--- src/common/hhid_pkg.sv ---
// Constants and types for the high-speed interface/endpoint descriptor source
// Behaviour
// - The shared-translator interface descriptor is nine bytes of type 04h, with interface, alternate setting and subclass zero, one endpoint and class 09h.
// - The shared-translator interface protocol byte is 00h with one interface reported and 01h with two interfaces reported.
// - The shared-translator status-change endpoint descriptor is seven bytes of type 05h, address 81h, attributes 03h, packet size 0001h and interval 0Ch.
// - The per-port interface descriptor matches the shared one except alternate setting 01h and protocol 02h.
// - The per-port interface descriptor is offered only when per-port translator support is advertised.
// - The per-port endpoint descriptor is returned only when per-port support is advertised and holds 81h, 03h, 0001h and 0Ch.
// - Every interface descriptor variant reports string index 00h at offset 8.
// - The other-speed total length is 0019h with the per-port option off and 0029h with it on.
package hhid_pkg;

  typedef enum logic [1:0] {
    HHID_SEL_IF_SHARED,
    HHID_SEL_EP_SHARED,
    HHID_SEL_IF_PERPORT,
    HHID_SEL_EP_PERPORT
  } hhid_sel_t;

  localparam logic [7:0]  HHID_IF_LEN        = 8'h09;
  localparam logic [7:0]  HHID_IF_TYPE       = 8'h04;
  localparam logic [7:0]  HHID_IF_NUM        = 8'h00;
  localparam logic [7:0]  HHID_ALT_SHARED    = 8'h00;
  localparam logic [7:0]  HHID_ALT_PERPORT   = 8'h01;
  localparam logic [7:0]  HHID_IF_EPS        = 8'h01;
  localparam logic [7:0]  HHID_IF_CLASS      = 8'h09;
  localparam logic [7:0]  HHID_IF_SUBCLASS   = 8'h00;
  localparam logic [7:0]  HHID_PROTO_ONE_IF  = 8'h00;
  localparam logic [7:0]  HHID_PROTO_TWO_IF  = 8'h01;
  localparam logic [7:0]  HHID_PROTO_PERPORT = 8'h02;
  localparam logic [7:0]  HHID_IF_STRING     = 8'h00;
  localparam logic [7:0]  HHID_IFCNT_ONE     = 8'h01;
  localparam logic [7:0]  HHID_IFCNT_TWO     = 8'h02;

  localparam logic [7:0]  HHID_EP_LEN        = 8'h07;
  localparam logic [7:0]  HHID_EP_TYPE       = 8'h05;
  localparam logic [7:0]  HHID_EP_ADDR       = 8'h81;
  localparam logic [7:0]  HHID_EP_ATTR       = 8'h03;
  localparam logic [15:0] HHID_EP_MAXPKT     = 16'h0001;
  localparam logic [7:0]  HHID_EP_INTERVAL   = 8'h0C;

  localparam logic [15:0] HHID_TOTAL_SHARED  = 16'h0019;
  localparam logic [15:0] HHID_TOTAL_PERPORT = 16'h0029;

  localparam logic [3:0]  HHID_IDX_RESET     = 4'h0;
  localparam logic [7:0]  HHID_DATA_RESET    = 8'h00;

endpackage

--- src/hw/hhid_rom.sv ---
// Combinational descriptor byte lookup by variant and offset
`timescale 1ns/1ps
module hhid_rom
  import hhid_pkg::*;
(
  input  wire hhid_pkg::hhid_sel_t sel_in,       // Descriptor variant
  input  wire logic [3:0]          offset_in,    // Byte offset
  input  wire logic                two_if_in,    // Two interfaces reported
  output logic      [7:0]          byte_out      // Byte at offset
);
  import hhid_pkg::*;

  function automatic logic [7:0] if_byte(input logic [3:0] off, input logic [7:0] alt,
                                         input logic [7:0] proto);
    unique case (off)
      4'h0:    if_byte = HHID_IF_LEN;
      4'h1:    if_byte = HHID_IF_TYPE;
      4'h2:    if_byte = HHID_IF_NUM;
      4'h3:    if_byte = alt;
      4'h4:    if_byte = HHID_IF_EPS;
      4'h5:    if_byte = HHID_IF_CLASS;
      4'h6:    if_byte = HHID_IF_SUBCLASS;
      4'h7:    if_byte = proto;
      4'h8:    if_byte = HHID_IF_STRING;
      default: if_byte = 8'h00;
    endcase
  endfunction

  function automatic logic [7:0] ep_byte(input logic [3:0] off);
    unique case (off)
      4'h0:    ep_byte = HHID_EP_LEN;
      4'h1:    ep_byte = HHID_EP_TYPE;
      4'h2:    ep_byte = HHID_EP_ADDR;
      4'h3:    ep_byte = HHID_EP_ATTR;
      4'h4:    ep_byte = HHID_EP_MAXPKT[7:0];
      4'h5:    ep_byte = HHID_EP_MAXPKT[15:8];
      4'h6:    ep_byte = HHID_EP_INTERVAL;
      default: ep_byte = 8'h00;
    endcase
  endfunction

  always_comb begin
    unique case (sel_in)
      HHID_SEL_IF_SHARED:  byte_out = if_byte(offset_in, HHID_ALT_SHARED,
                                              two_if_in ? HHID_PROTO_TWO_IF
                                                        : HHID_PROTO_ONE_IF);
      HHID_SEL_IF_PERPORT: byte_out = if_byte(offset_in, HHID_ALT_PERPORT,
                                              HHID_PROTO_PERPORT);
      HHID_SEL_EP_SHARED,
      HHID_SEL_EP_PERPORT: byte_out = ep_byte(offset_in);
    endcase
  end
endmodule

--- src/hw/hhid_top.sv ---
// Streams high-speed interface and status-change endpoint descriptors
`timescale 1ns/1ps
module hhid_top
  import hhid_pkg::*;
(
  input  wire logic                mclk_in,                        // 40 MHz core clock
  input  wire logic                resetn_in,                      // Async reset, low
  input  wire logic                per_port_translator_option_in,  // Per-port support on
  input  wire logic [7:0]          interface_count_field_in,       // Interfaces reported
  input  wire logic                start_in,                       // Begin a descriptor
  input  wire hhid_pkg::hhid_sel_t sel_in,                         // Variant requested
  input  wire logic                next_in,                        // Consumer takes byte
  output logic                     busy_out,                       // Transfer in progress
  output logic                     valid_out,                      // Byte valid
  output logic      [7:0]          data_out,                       // Descriptor byte
  output logic                     last_out,                       // Final byte
  output logic                     refused_out,                    // Variant unavailable
  output logic      [15:0]         total_length_out                // Other-speed length
);
  import hhid_pkg::*;

  typedef enum logic [1:0] {HHID_IDLE, HHID_LOAD, HHID_SEND} hhid_state_t;

  typedef struct packed {
    hhid_state_t state;
    hhid_sel_t   sel;
    logic [3:0]  idx;
    logic [7:0]  data;
    logic        last;
    logic        refused;
    logic [15:0] total;
  } hhid_regs_t;

  hhid_regs_t cur_ff;
  hhid_regs_t nxt_cur;
  logic [7:0] rom_byte;
  logic [3:0] rom_off;

  function automatic logic [3:0] desc_len(input hhid_sel_t s);
    desc_len = (s == HHID_SEL_IF_SHARED || s == HHID_SEL_IF_PERPORT)
               ? HHID_IF_LEN[3:0] : HHID_EP_LEN[3:0];
  endfunction

  assign rom_off = (cur_ff.state == HHID_SEND) ? cur_ff.idx + 4'h1 : HHID_IDX_RESET;

  hhid_rom u_rom (
    .sel_in    (cur_ff.sel),
    .offset_in (rom_off),
    .two_if_in (interface_count_field_in == HHID_IFCNT_TWO),
    .byte_out  (rom_byte)
  );

  always_comb begin
    nxt_cur         = cur_ff;
    nxt_cur.refused = 1'b0;
    nxt_cur.total   = per_port_translator_option_in ? HHID_TOTAL_PERPORT
                                                    : HHID_TOTAL_SHARED;
    unique case (cur_ff.state)
      HHID_IDLE: begin
        if (start_in) begin
          if ((sel_in == HHID_SEL_IF_PERPORT || sel_in == HHID_SEL_EP_PERPORT)
              && !per_port_translator_option_in) begin
            nxt_cur.refused = 1'b1;
          end else begin
            nxt_cur.sel   = sel_in;
            nxt_cur.state = HHID_LOAD;
          end
        end
      end
      HHID_LOAD: begin
        nxt_cur.idx   = HHID_IDX_RESET;
        nxt_cur.data  = rom_byte;
        nxt_cur.last  = 1'b0;
        nxt_cur.state = HHID_SEND;
      end
      HHID_SEND: begin
        if (next_in) begin
          if (cur_ff.last) begin
            nxt_cur.state = HHID_IDLE;
            nxt_cur.last  = 1'b0;
          end else begin
            nxt_cur.idx  = cur_ff.idx + 4'h1;
            nxt_cur.data = rom_byte;
            nxt_cur.last = (cur_ff.idx + 4'h2) == desc_len(cur_ff.sel);
          end
        end
      end
      default: nxt_cur.state = HHID_IDLE;
    endcase
  end

  always_ff @(posedge mclk_in or negedge resetn_in) begin
    if (!resetn_in) begin
      cur_ff.state   <= HHID_IDLE;
      cur_ff.sel     <= HHID_SEL_IF_SHARED;
      cur_ff.idx     <= HHID_IDX_RESET;
      cur_ff.data    <= HHID_DATA_RESET;
      cur_ff.last    <= 1'b0;
      cur_ff.refused <= 1'b0;
      cur_ff.total   <= HHID_TOTAL_SHARED;
    end else begin
      cur_ff <= nxt_cur;
    end
  end

  assign busy_out         = cur_ff.state != HHID_IDLE;
  assign valid_out        = cur_ff.state == HHID_SEND;
  assign data_out         = cur_ff.data;
  assign last_out         = cur_ff.last;
  assign refused_out      = cur_ff.refused;
  assign total_length_out = cur_ff.total;
endmodule

--- config.mk ---
export PLATFORM = sky130hd
export DESIGN_NAME = hhid_top
export DESIGN_NICKNAME = d
export VERILOG_FILES = /design/src/common/hhid_pkg.sv /design/src/hw/hhid_rom.sv /design/src/hw/hhid_top.sv
export SDC_FILE = /design/constraint.sdc
export NUM_CORES = 1
export LEC_CHECK = 0
export CAP_MARGIN = 20
export CORE_MARGIN = 2
export CORE_UTILIZATION = 61
export CTS_CLUSTER_SIZE = 30
export DETAILED_ROUTE_END_ITERATION = 8
export DONT_BUFFER_PORTS = 1
export PLACE_DENSITY = 0.83
export SLEW_MARGIN = 20
export SYNTH_ARGS = -nofsm -noshare
export SYNTH_HDL_FRONTEND = slang
export SYNTH_SLANG_ARGS = --single-unit
--- constraint.sdc ---
create_clock -name mclk_in -period 2.5 [get_ports mclk_in]
set_clock_uncertainty 0.05 [all_clocks]
set_input_delay 0 -clock mclk_in [delete_from_list [all_inputs] [get_ports mclk_in]]
set_output_delay 0 -clock mclk_in [all_outputs]
set_load 0.02 [all_outputs]
==> results of run 1 <==
-- worst paths after layout --
| path | cells past startpoint | start | end | slack [ps] |
|---|---|---|---|---|
| worst max register to register | 7 | cur_ff[26] | data_out[0] | 410 |
| worst min-delay path | 4 | interface_count_field_in[2] | data_out[0] | 140 |
| min in group asynchronous | 1 | resetn_in | data_out[7] | 160 |
| max in group asynchronous | 1 | resetn_in | cur_ff[28] | 1770 |
| worst max-delay path | 7 | cur_ff[26] | data_out[0] | 410 |
| worst min register to register | 1 | cur_ff[29] | cur_ff[29] | 530 |
-- cell families after synthesis --
logic type | share of synthesized area, %
multiplexers | 2.73
XOR/XNOR | 3.57
flip-flops | 35.8
buffers and inverters | 18.3
AO/OA/AOI/OAI | 18.4
AND/OR/NAND/NOR | 14.4
other | 0.630
adder cells (fa/ha/maj) | 6.30
-- report_power, final --
part	switching [mW]	internal, mW	leakage (nW)
clock	0.0888	0.0595	0.0177
sequential	0.169	0.360	0.215
combinational	0.368	0.266	0.348
-- routing by layer --
layer  up-vias  part of all wire (%)
li1        418                     -
met5         -                     0
met2        32                    52
met1       414                    41
met4         0                   2.3
met3         6                   5.2
-- sequential cells by signal, summed over array words and instances (netlist names) --
name and count:
last_out 1, cur_ff 8, refused_out 1, data_out 5, total_length_out 2
-- cell usage in the layout (no fill, tap or decap), types with 3 or more instances in the layout --
cell and n:
a22o_1 6, clkbuf_4 3, conb_1 17, dfrtp_1 16, dlygate4sd3_1 7, ha_1 6
inv_1 7, nand2_1 10, nand2b_1 3, nor2_1 12, o21ai_0 7
-- worst register-to-register path, cell delays in order, from the launching register on --
cell and delay [ps]:
dfrtp_1 470, ha_1 380, nand2_1 120, inv_1 80, ha_1 230, o31ai_1 250
a311oi_1 120, o31a_1 290
-- per-stage QoR --
| step | hold WS, ps | instances | worst slack (ps) |
|---|---|---|---|
| floorplan | -346 | 146 | 621 |
| global placement | -345 | 146 | 504 |
| detailed placement | -345 | 146 | 424 |
| CTS | 147 | 157 | 405 |
| global route | 217 | 157 | 205 |
| finish | 140 | 157 | 407 |
-- final cells by class --
| cell class | count | area (sq um) | area share, % |
|---|---|---|---|
| multi-input combinational | 96 | 604 | 50.7 |
| sequential | 17 | 427 | 35.8 |
| timing repair buffer | 7 | 70.1 | 5.88 |
| inverter | 8 | 32.5 | 2.73 |
| tap | 25 | 31.3 | 2.62 |
| clock buffer | 3 | 22.5 | 1.89 |
| clock inverter | 1 | 5.00 | 0.420 |
==> results.ini, run 1 <==
[finish]
final_util_pct=66.9
diodes=0
final_area_sq_um=1190
nets=154
drive_above_1_share_pct=9.85
fillCellCount=141
syn_to_final_growth_pct=-0.000335

[power]
ir_drop_v=0.000785
power_density_nw_per_um2=1100
power.leakage_nw=0.580
power_mw=1.31

[run_status]
status=finished clean

[setup_path]
cpLargestDelayFamily=compound AO/OA/AOI/OAI gates
crit_top_cell=ha_1
crit_chain=ha_1, nand2_1, inv_1, ha_1, o31ai_1, a311oi_1, o31a_1
cp-start-kind=flop
critPathCaptureType=flop
crit_buf_inv=1
cpMaxStageDelayCell=dfrtp_1
arrival_ps=2230
worstSetupPathType=reg -> reg
cp.required_ps=2640
critical_path.max_stage_delay_ps=470
critPathMaxFanout=6

[grt]
grt_pass1_vias=831
grt_busiest_layer=met2
grt_overflow=0
grtUsageMet2_pct=38.9
grt_antenna_before_repair=0
met1_usage_pct=25.9
grt.total_usage_pct=22.2
grtUsageMet3_pct=4.44
grt_max_degree=18
grt_first_pass_wirelength_um=3560

[routing]
drc=0
initialDrtViolationCount=9
antenna_left=0
routed_wl_um=2210
first_pass_iters=4
via_per_inst=5.54
vias=870
wl_per_cell_um=14.1

[cts]
cts_tree=built
cts_sinks=17
clk_path_buf_depth=2
cts_made_buffers=3
post_cts_hold_buffer_count=7
clkTransAtPathRegs_ps=100
clk_latency_ps=290
root_buffer=clkbuf_4
cts_resized=0
htreeDepth=1
postCtsSetupBuffers=0

[synth]
synth_edf_count=0
synth_top_area_share_pct=33.6
async_reset_ff_share_pct=100
ys_seq_area_share_pct=35.8
syn_area_sq_um=1190
synth_common_cells=buf_4, dfrtp_1, nor2_1
synthCells=131
synth_cell_type_count=39
synth_area_per_cell_sq_um=9.10
synth-seq-cells=17
yosysTopAreaCell=dfrtp_1
ys_top_cells_by_area=dfrtp_1, buf_4, ha_1
yosysMostFrequentCell=buf_4
ys_warn_count=0
ys.flop_type=dfrtp_1

[run]
maxCapViolCount=0

[sta]
max_slew_margin_pct=49.9
finalSetupViolCount=0
rsz0062_at_grt=false
timing.final.crit_share_pct=83.7
drv_slew=0
worst_pin_slew_ps=750
setup_tns_ps=0
fin_crit_ps=2090
max_freq_mhz=478
hold_violations=0

[floorplan]
die_area_sq_um=2320
core_sq_um=1780
initial_core_util_pct=66.9
io_pins=43
die_y_um=48.2
die_width_um=48.2
placementRows=15

[worst_hold_path]
hold_path_class=in -> reg

[placement]
place.port_buffers=0
placed_area_sq_um=1090
gp_congestion=0.893
place_hpwl_um=1660

No activity file was read; power rests on OpenSTA's default activity.
==> run 2, diff against run 1 <==
--- a/config.mk
+++ b/config.mk
@@ -7,11 +7,11 @@
 export LEC_CHECK = 0
 export CAP_MARGIN = 20
 export CORE_MARGIN = 2
-export CORE_UTILIZATION = 61
+export CORE_UTILIZATION = 56
 export CTS_CLUSTER_SIZE = 30
 export DETAILED_ROUTE_END_ITERATION = 8
 export DONT_BUFFER_PORTS = 1
-export PLACE_DENSITY = 0.83
+export PLACE_DENSITY = 0.8
 export SLEW_MARGIN = 20
 export SYNTH_ARGS = -nofsm -noshare
 export SYNTH_HDL_FRONTEND = slang
==> constraint.sdc (replaced) <==
create_clock -name mclk_in -period 1.8 [get_ports mclk_in]
set_clock_uncertainty 0.05 [all_clocks]
set_input_delay 0 -clock mclk_in [delete_from_list [all_inputs] [get_ports mclk_in]]
set_output_delay 0 -clock mclk_in [all_outputs]
set_load 0.02 [all_outputs]
==> run 2 against run 1 <==
Fmax up 13%. The flow now finishes with violations (negative setup slack). Die area up 8.2%. Sequential power up 32%. Via count up 2.8%. Total power up 63%. Final area up 13%. Register-to-register slack worse by 460 ps. Clock power up 42%.
==> results.ini, run 2 (synthesis results as in run 1) <==
[run_status]
status=complete, but fails checks
violations=negative setup slack

[placement]
place_hpwl_um=1830  ; +10%
placed_area_sq_um=1180  ; +7.8%
post-place-ws_ps=-69.5  ; -494 ps
gp_congestion=0.900  ; +0.73%
place.port_buffers=0  ; unchanged
dpl.cell_count=158  ; +8.2%

[sta]
drv_slew=0  ; unchanged
rsz0062_at_grt=true
hold_violations=0  ; unchanged
fin_crit_ps=1850  ; -238 ps
finalSetupViolCount=1  ; +1
max_slew_margin_pct=49.8  ; -0.086 points
timing.final.crit_share_pct=103  ; +19 points
max_freq_mhz=539  ; +13%
worst_pin_slew_ps=751  ; +1.29 ps
timing.hold.ws_ps=144  ; +3.59 ps
setup_tns_ps=-54.9  ; -54.9 ps
setup_slack_ps=-54.9  ; -462 ps

[finish]
multi_input_area_sq_um=676  ; +12%
syn_to_final_growth_pct=13.0
final_util_pct=68.0  ; +1.1 points
seqCellArea_sq_um=427  ; unchanged
final_area_sq_um=1350  ; +13%
diodes=0  ; unchanged
fillCellCount=153  ; +8.5%
final_common_cell=conb_1
mostFrequentLayoutCells=conb_1, dfrtp_1, nor2_1
nets=164  ; +6.5%
largest_register_ffs=8  ; unchanged
top_register=cur_ff
layout.cells.non_filler=169  ; +7.6%
drive_above_1_share_pct=26.8  ; +17 points

[cts]
clk_latency_ps=290  ; about the same
htreeDepth=1  ; unchanged
cts_made_buffers=3  ; unchanged
root_buffer=clkbuf_4
clkTransAtPathRegs_ps=100  ; about the same
clk_path_buf_depth=2  ; unchanged
cts_tree=built
cts_sinks=17  ; unchanged

[routing]
routed_wl_um=2420  ; +9.9%
drc=0  ; unchanged
antenna_left=0  ; unchanged
first_pass_iters=4  ; unchanged
vias=894  ; +2.8%
initialDrtViolationCount=9  ; unchanged
via_per_inst=5.29  ; -4.5%
wl_per_cell_um=14.3  ; +2.1%

[floorplan]
die_area_sq_um=2510  ; +8.2%
placementRows=16  ; +1
die_width_um=50.1  ; +4.0%
io_pins=43  ; unchanged
initial_core_util_pct=60.2  ; -6.7 points
core_sq_um=1980  ; +11%
die_y_um=50.1  ; +4.0%

[setup_path]
cp-start-kind=flop
cp.required_ps=1940  ; -700 ps
critPathCaptureType=flop
arrival_ps=1990  ; -240 ps
critPathMaxFanout=3  ; -3
worstSetupPathType=reg -> reg

[grt]
grt_max_degree=18  ; unchanged
grt_antenna_before_repair=0  ; unchanged
grt_first_pass_wirelength_um=4000  ; +12%
grt_overflow=0  ; unchanged
grt.total_usage_pct=20.8  ; -1.4 points
grt_pass1_vias=934  ; +12%

[power]
power.leakage_nw=0.634  ; +9.3%
power_density_nw_per_um2=1590  ; +45%
ir_drop_v=0.000946  ; +20%
power_mw=2.14  ; +63%

[run]
maxCapViolCount=0  ; unchanged

[worst_hold_path]
hold_path_class=in -> reg

run 2: cell types whose count changed in the layout (fill, tap and decap cells not counted), sizes merged:
cell         previous run  this run
buf                     0        11
dlygate4sd3             7         6
run 2: final cells by class:
| type | count | area share, % |
|---|---|---|
| Sequential cell | 17 | 31.7 |
| Tap cell | 27 | 2.51 |
| Inverter | 8 | 2.79 |
| Multi-Input combinational cell | 96 | 50.1 |
| Clock inverter | 1 | 0.371 |
| Timing Repair Buffer | 17 | 10.9 |
| Clock buffer | 3 | 1.67 |
run 2: worst max-delay path, cell delays in order (launching register included):
cell,delay (ps)
dfrtp_1,440
ha_4,300
nand2_4,60
ha_2,310
o21ai_1,70
a31oi_1,190
a311oi_1,70
o31a_1,250
run 2: final timing paths:
check | start | endpoint | slack [ps] | cells after the start
setup / recovery | cur_ff[26] | data_out[0] | -50 | 7
hold / removal | interface_count_field_in[0] | data_out[0] | 140 | 4
setup reg to reg | cur_ff[26] | data_out[0] | -50 | 7
hold reg to reg | cur_ff[29] | cur_ff[29] | 550 | 1
max in group asynchronous | resetn_in | cur_ff[33] | 1080 | 1
min in group asynchronous | resetn_in | data_out[2] | 160 | 1
run 2: routing by layer:
metal	track usage, %	part of all wire, %	wire length (um)	up-vias
met1	22.8	39	951	429
met2	38.8	55	1340	27
met4	8.80	1.1	27	0
met3	3.57	4.2	103	4
li1	-	-	-	434
met5	0	0	0	-
run 2: power breakdown:
part	switching [mW]	total, mW	internal [mW]
clock network	0.127	0.210	0.0826
logic	0.657	1.23	0.578
registers	0.196	0.697	0.501
total	0.980	2.14	1.16
run 2: repair_timing:
item | in CTS | in global routing
hold buffers | 6 | 0
setup endpoints to repair | 2 | 4
pin swaps | 4 | 9
buffers inserted | 0 | 1
endpoints found under the hold margin | 25 | 0
gates resized for setup | 4 | 13
==> run 3, diff against run 2 <==
--- a/config.mk
+++ b/config.mk
@@ -11,6 +11,7 @@
 export CTS_CLUSTER_SIZE = 30
 export DETAILED_ROUTE_END_ITERATION = 8
 export DONT_BUFFER_PORTS = 1
+export GPL_ROUTABILITY_DRIVEN = 0
 export PLACE_DENSITY = 0.8
 export SLEW_MARGIN = 20
 export SYNTH_ARGS = -nofsm -noshare
==> constraint.sdc (replaced) <==
create_clock -name mclk_in -period 1.8 [get_ports mclk_in]
set_clock_uncertainty 0.05 [all_clocks]
set_input_delay 0.09 -clock mclk_in [delete_from_list [all_inputs] [get_ports mclk_in]]
set_output_delay 0.09 -clock mclk_in [all_outputs]
set_load 0.02 [all_outputs]
==> run 3 against run 2 <==
The run still ends with negative setup slack left. Critical path depth up 2. First-iteration DRC count up 78%. Total power up 2.9%. Global-route usage down 1.3 points. Cell count up 1.2%. Worst hold slack worse by 130 ps. Register-to-register slack about the same. Count of clock-buffer cells in the layout unchanged. Clock power up 2%. Sequential power about the same. Flip-flop and latch count unchanged. Critical path type unchanged. Critical endpoint unchanged.
==> results.ini, run 3 (synthesis results as in run 1) <==
[finish]
syn_to_final_growth_pct=16.7
mostFrequentLayoutCells=conb_1, dfrtp_1, buf_4
nets=166  ; +1.2%
final_area_sq_um=1390  ; +3.2%
diodes=0  ; unchanged
final_common_cell=conb_1
largest_register_ffs=8  ; unchanged
top_register=cur_ff
layout.cells.non_filler=171  ; +1.2%
drive_above_1_share_pct=31.3  ; +4.5 points

[cts]
cts_tree=built
clk_path_buf_depth=2  ; unchanged
clk_latency_ps=300  ; about the same
htreeDepth=1  ; unchanged
clkTransAtPathRegs_ps=110  ; about the same
cts_made_buffers=3  ; unchanged
cts_sinks=17  ; unchanged
root_buffer=clkbuf_4

[routing]
antenna_left=0  ; unchanged
wl_per_cell_um=14.3  ; -0.35%
routed_wl_um=2440  ; +0.83%
vias=944  ; +5.6%
drc=0  ; unchanged
via_per_inst=5.52  ; +4.4%
first_pass_iters=4  ; unchanged
initialDrtViolationCount=16  ; +7

[sta]
fin_crit_ps=1850  ; -2.18 ps
setup_tns_ps=-101  ; -46.4 ps
rsz0062_at_grt=true
timing.final.crit_share_pct=103  ; -0.12 points
finalSetupViolCount=2  ; +1
timing.hold.ws_ps=10.4  ; -134 ps
max_freq_mhz=540  ; +0.12%
drv_slew=0  ; unchanged
hold_violations=0  ; unchanged
worst_pin_slew_ps=742  ; -8.33 ps
setup_slack_ps=-52.7  ; +2.18 ps
max_slew_margin_pct=50.3  ; +0.56 points

[grt]
grt_pass1_vias=875  ; -6.3%
grt_first_pass_wirelength_um=3740  ; -6.4%
grt.total_usage_pct=19.5  ; -1.3 points
grt_antenna_before_repair=0  ; unchanged
grt_overflow=0  ; unchanged
grt_max_degree=18  ; unchanged

[floorplan]
initial_core_util_pct=60.2  ; unchanged
die_area_sq_um=2510  ; unchanged
die_width_um=50.1  ; unchanged
placementRows=16  ; unchanged
io_pins=43  ; unchanged
die_y_um=50.1  ; unchanged
core_sq_um=1980  ; unchanged

[setup_path]
critPathCaptureType=flop
cp-start-kind=flop
arrival_ps=2000  ; about the same
cp.required_ps=1950  ; about the same
critPathMaxFanout=3  ; unchanged
worstSetupPathType=reg -> reg

[placement]
placed_area_sq_um=1180  ; unchanged
place_hpwl_um=1770  ; -3.3%
dpl.cell_count=158  ; unchanged
place.port_buffers=0  ; unchanged

[run]
maxCapViolCount=0  ; unchanged

[power]
ir_drop_v=0.000934  ; -1.2%
power_mw=2.20  ; +2.9%
power.leakage_nw=0.650  ; +2.5%
power_density_nw_per_um2=1580  ; -0.33%

[worst_hold_path]
hold_path_class=in -> reg

[run_status]
violations=negative setup slack
status=complete, but fails checks

run 3: critical path, stage by stage, from the launching register on:
cell,delay [ps]
dfrtp_1,440
ha_4,270
nand2_4,70
inv_2,50
ha_4,160
nand2_2,50
nor2_1,50
a311oi_2,280
nor3_2,60
o31a_1,280
run 3: final timing paths:
check / to / from / depth (start not counted) / slack (ps)
min in group asynchronous: data_out[2] / resetn_in / 1 / 230
max in group asynchronous: cur_ff[28] / resetn_in / 1 / 1000
worst max register to register: data_out[0] / cur_ff[26] / 9 / -50
worst min register to register: cur_ff[29] / cur_ff[29] / 1 / 520
worst max-delay path: data_out[0] / cur_ff[26] / 9 / -50
worst min-delay path: last_out / next_in / 3 / 10
run 3: final cells by class:
| cell class | instances | area (sq um) |
|---|---|---|
| multi-input combinational | 96 | 704 |
| clock inverter | 1 | 5.00 |
| timing repair buffer | 19 | 164 |
| fill | 159 | 591 |
| inverter | 8 | 35.0 |
| sequential | 17 | 427 |
| clock buffer | 3 | 22.5 |
| tap | 27 | 33.8 |
run 3: metal layers:
metal / wire [um] / vias up / GRT usage [%]
met5: 0 / - / 0
met4: 78 / 0 / 10.6
met3: 122 / 11 / 4.46
met2: 1310 / 40 / 33.8
met1: 935 / 462 / 21.8
li1: - / 431 / -
run 3: per-stage QoR:
step / worst slack (ps) / util, %
floorplan: -32.9 / -
global placement: -8.00 / 59.5
detailed placement: -84.6 / 59.5
CTS: -67.6 / 65.2
global route: -114 / 70.2
finish: -52.7 / 70.2
run 3: report_power, final:
part	leakage [nW]	internal, mW	switching, mW
Sequential	0.215	0.501	0.197
Combinational	0.418	0.600	0.692
Clock	0.0177	0.0830	0.132
run 3: repair_timing:
item,CTS,global route
hold buffers,7,0
gates cloned,0,0
setup endpoints to repair,2,7
setup buffers,1,2
pin swaps,0,9
hold endpoints to repair,24,0
gates resized for setup,2,20
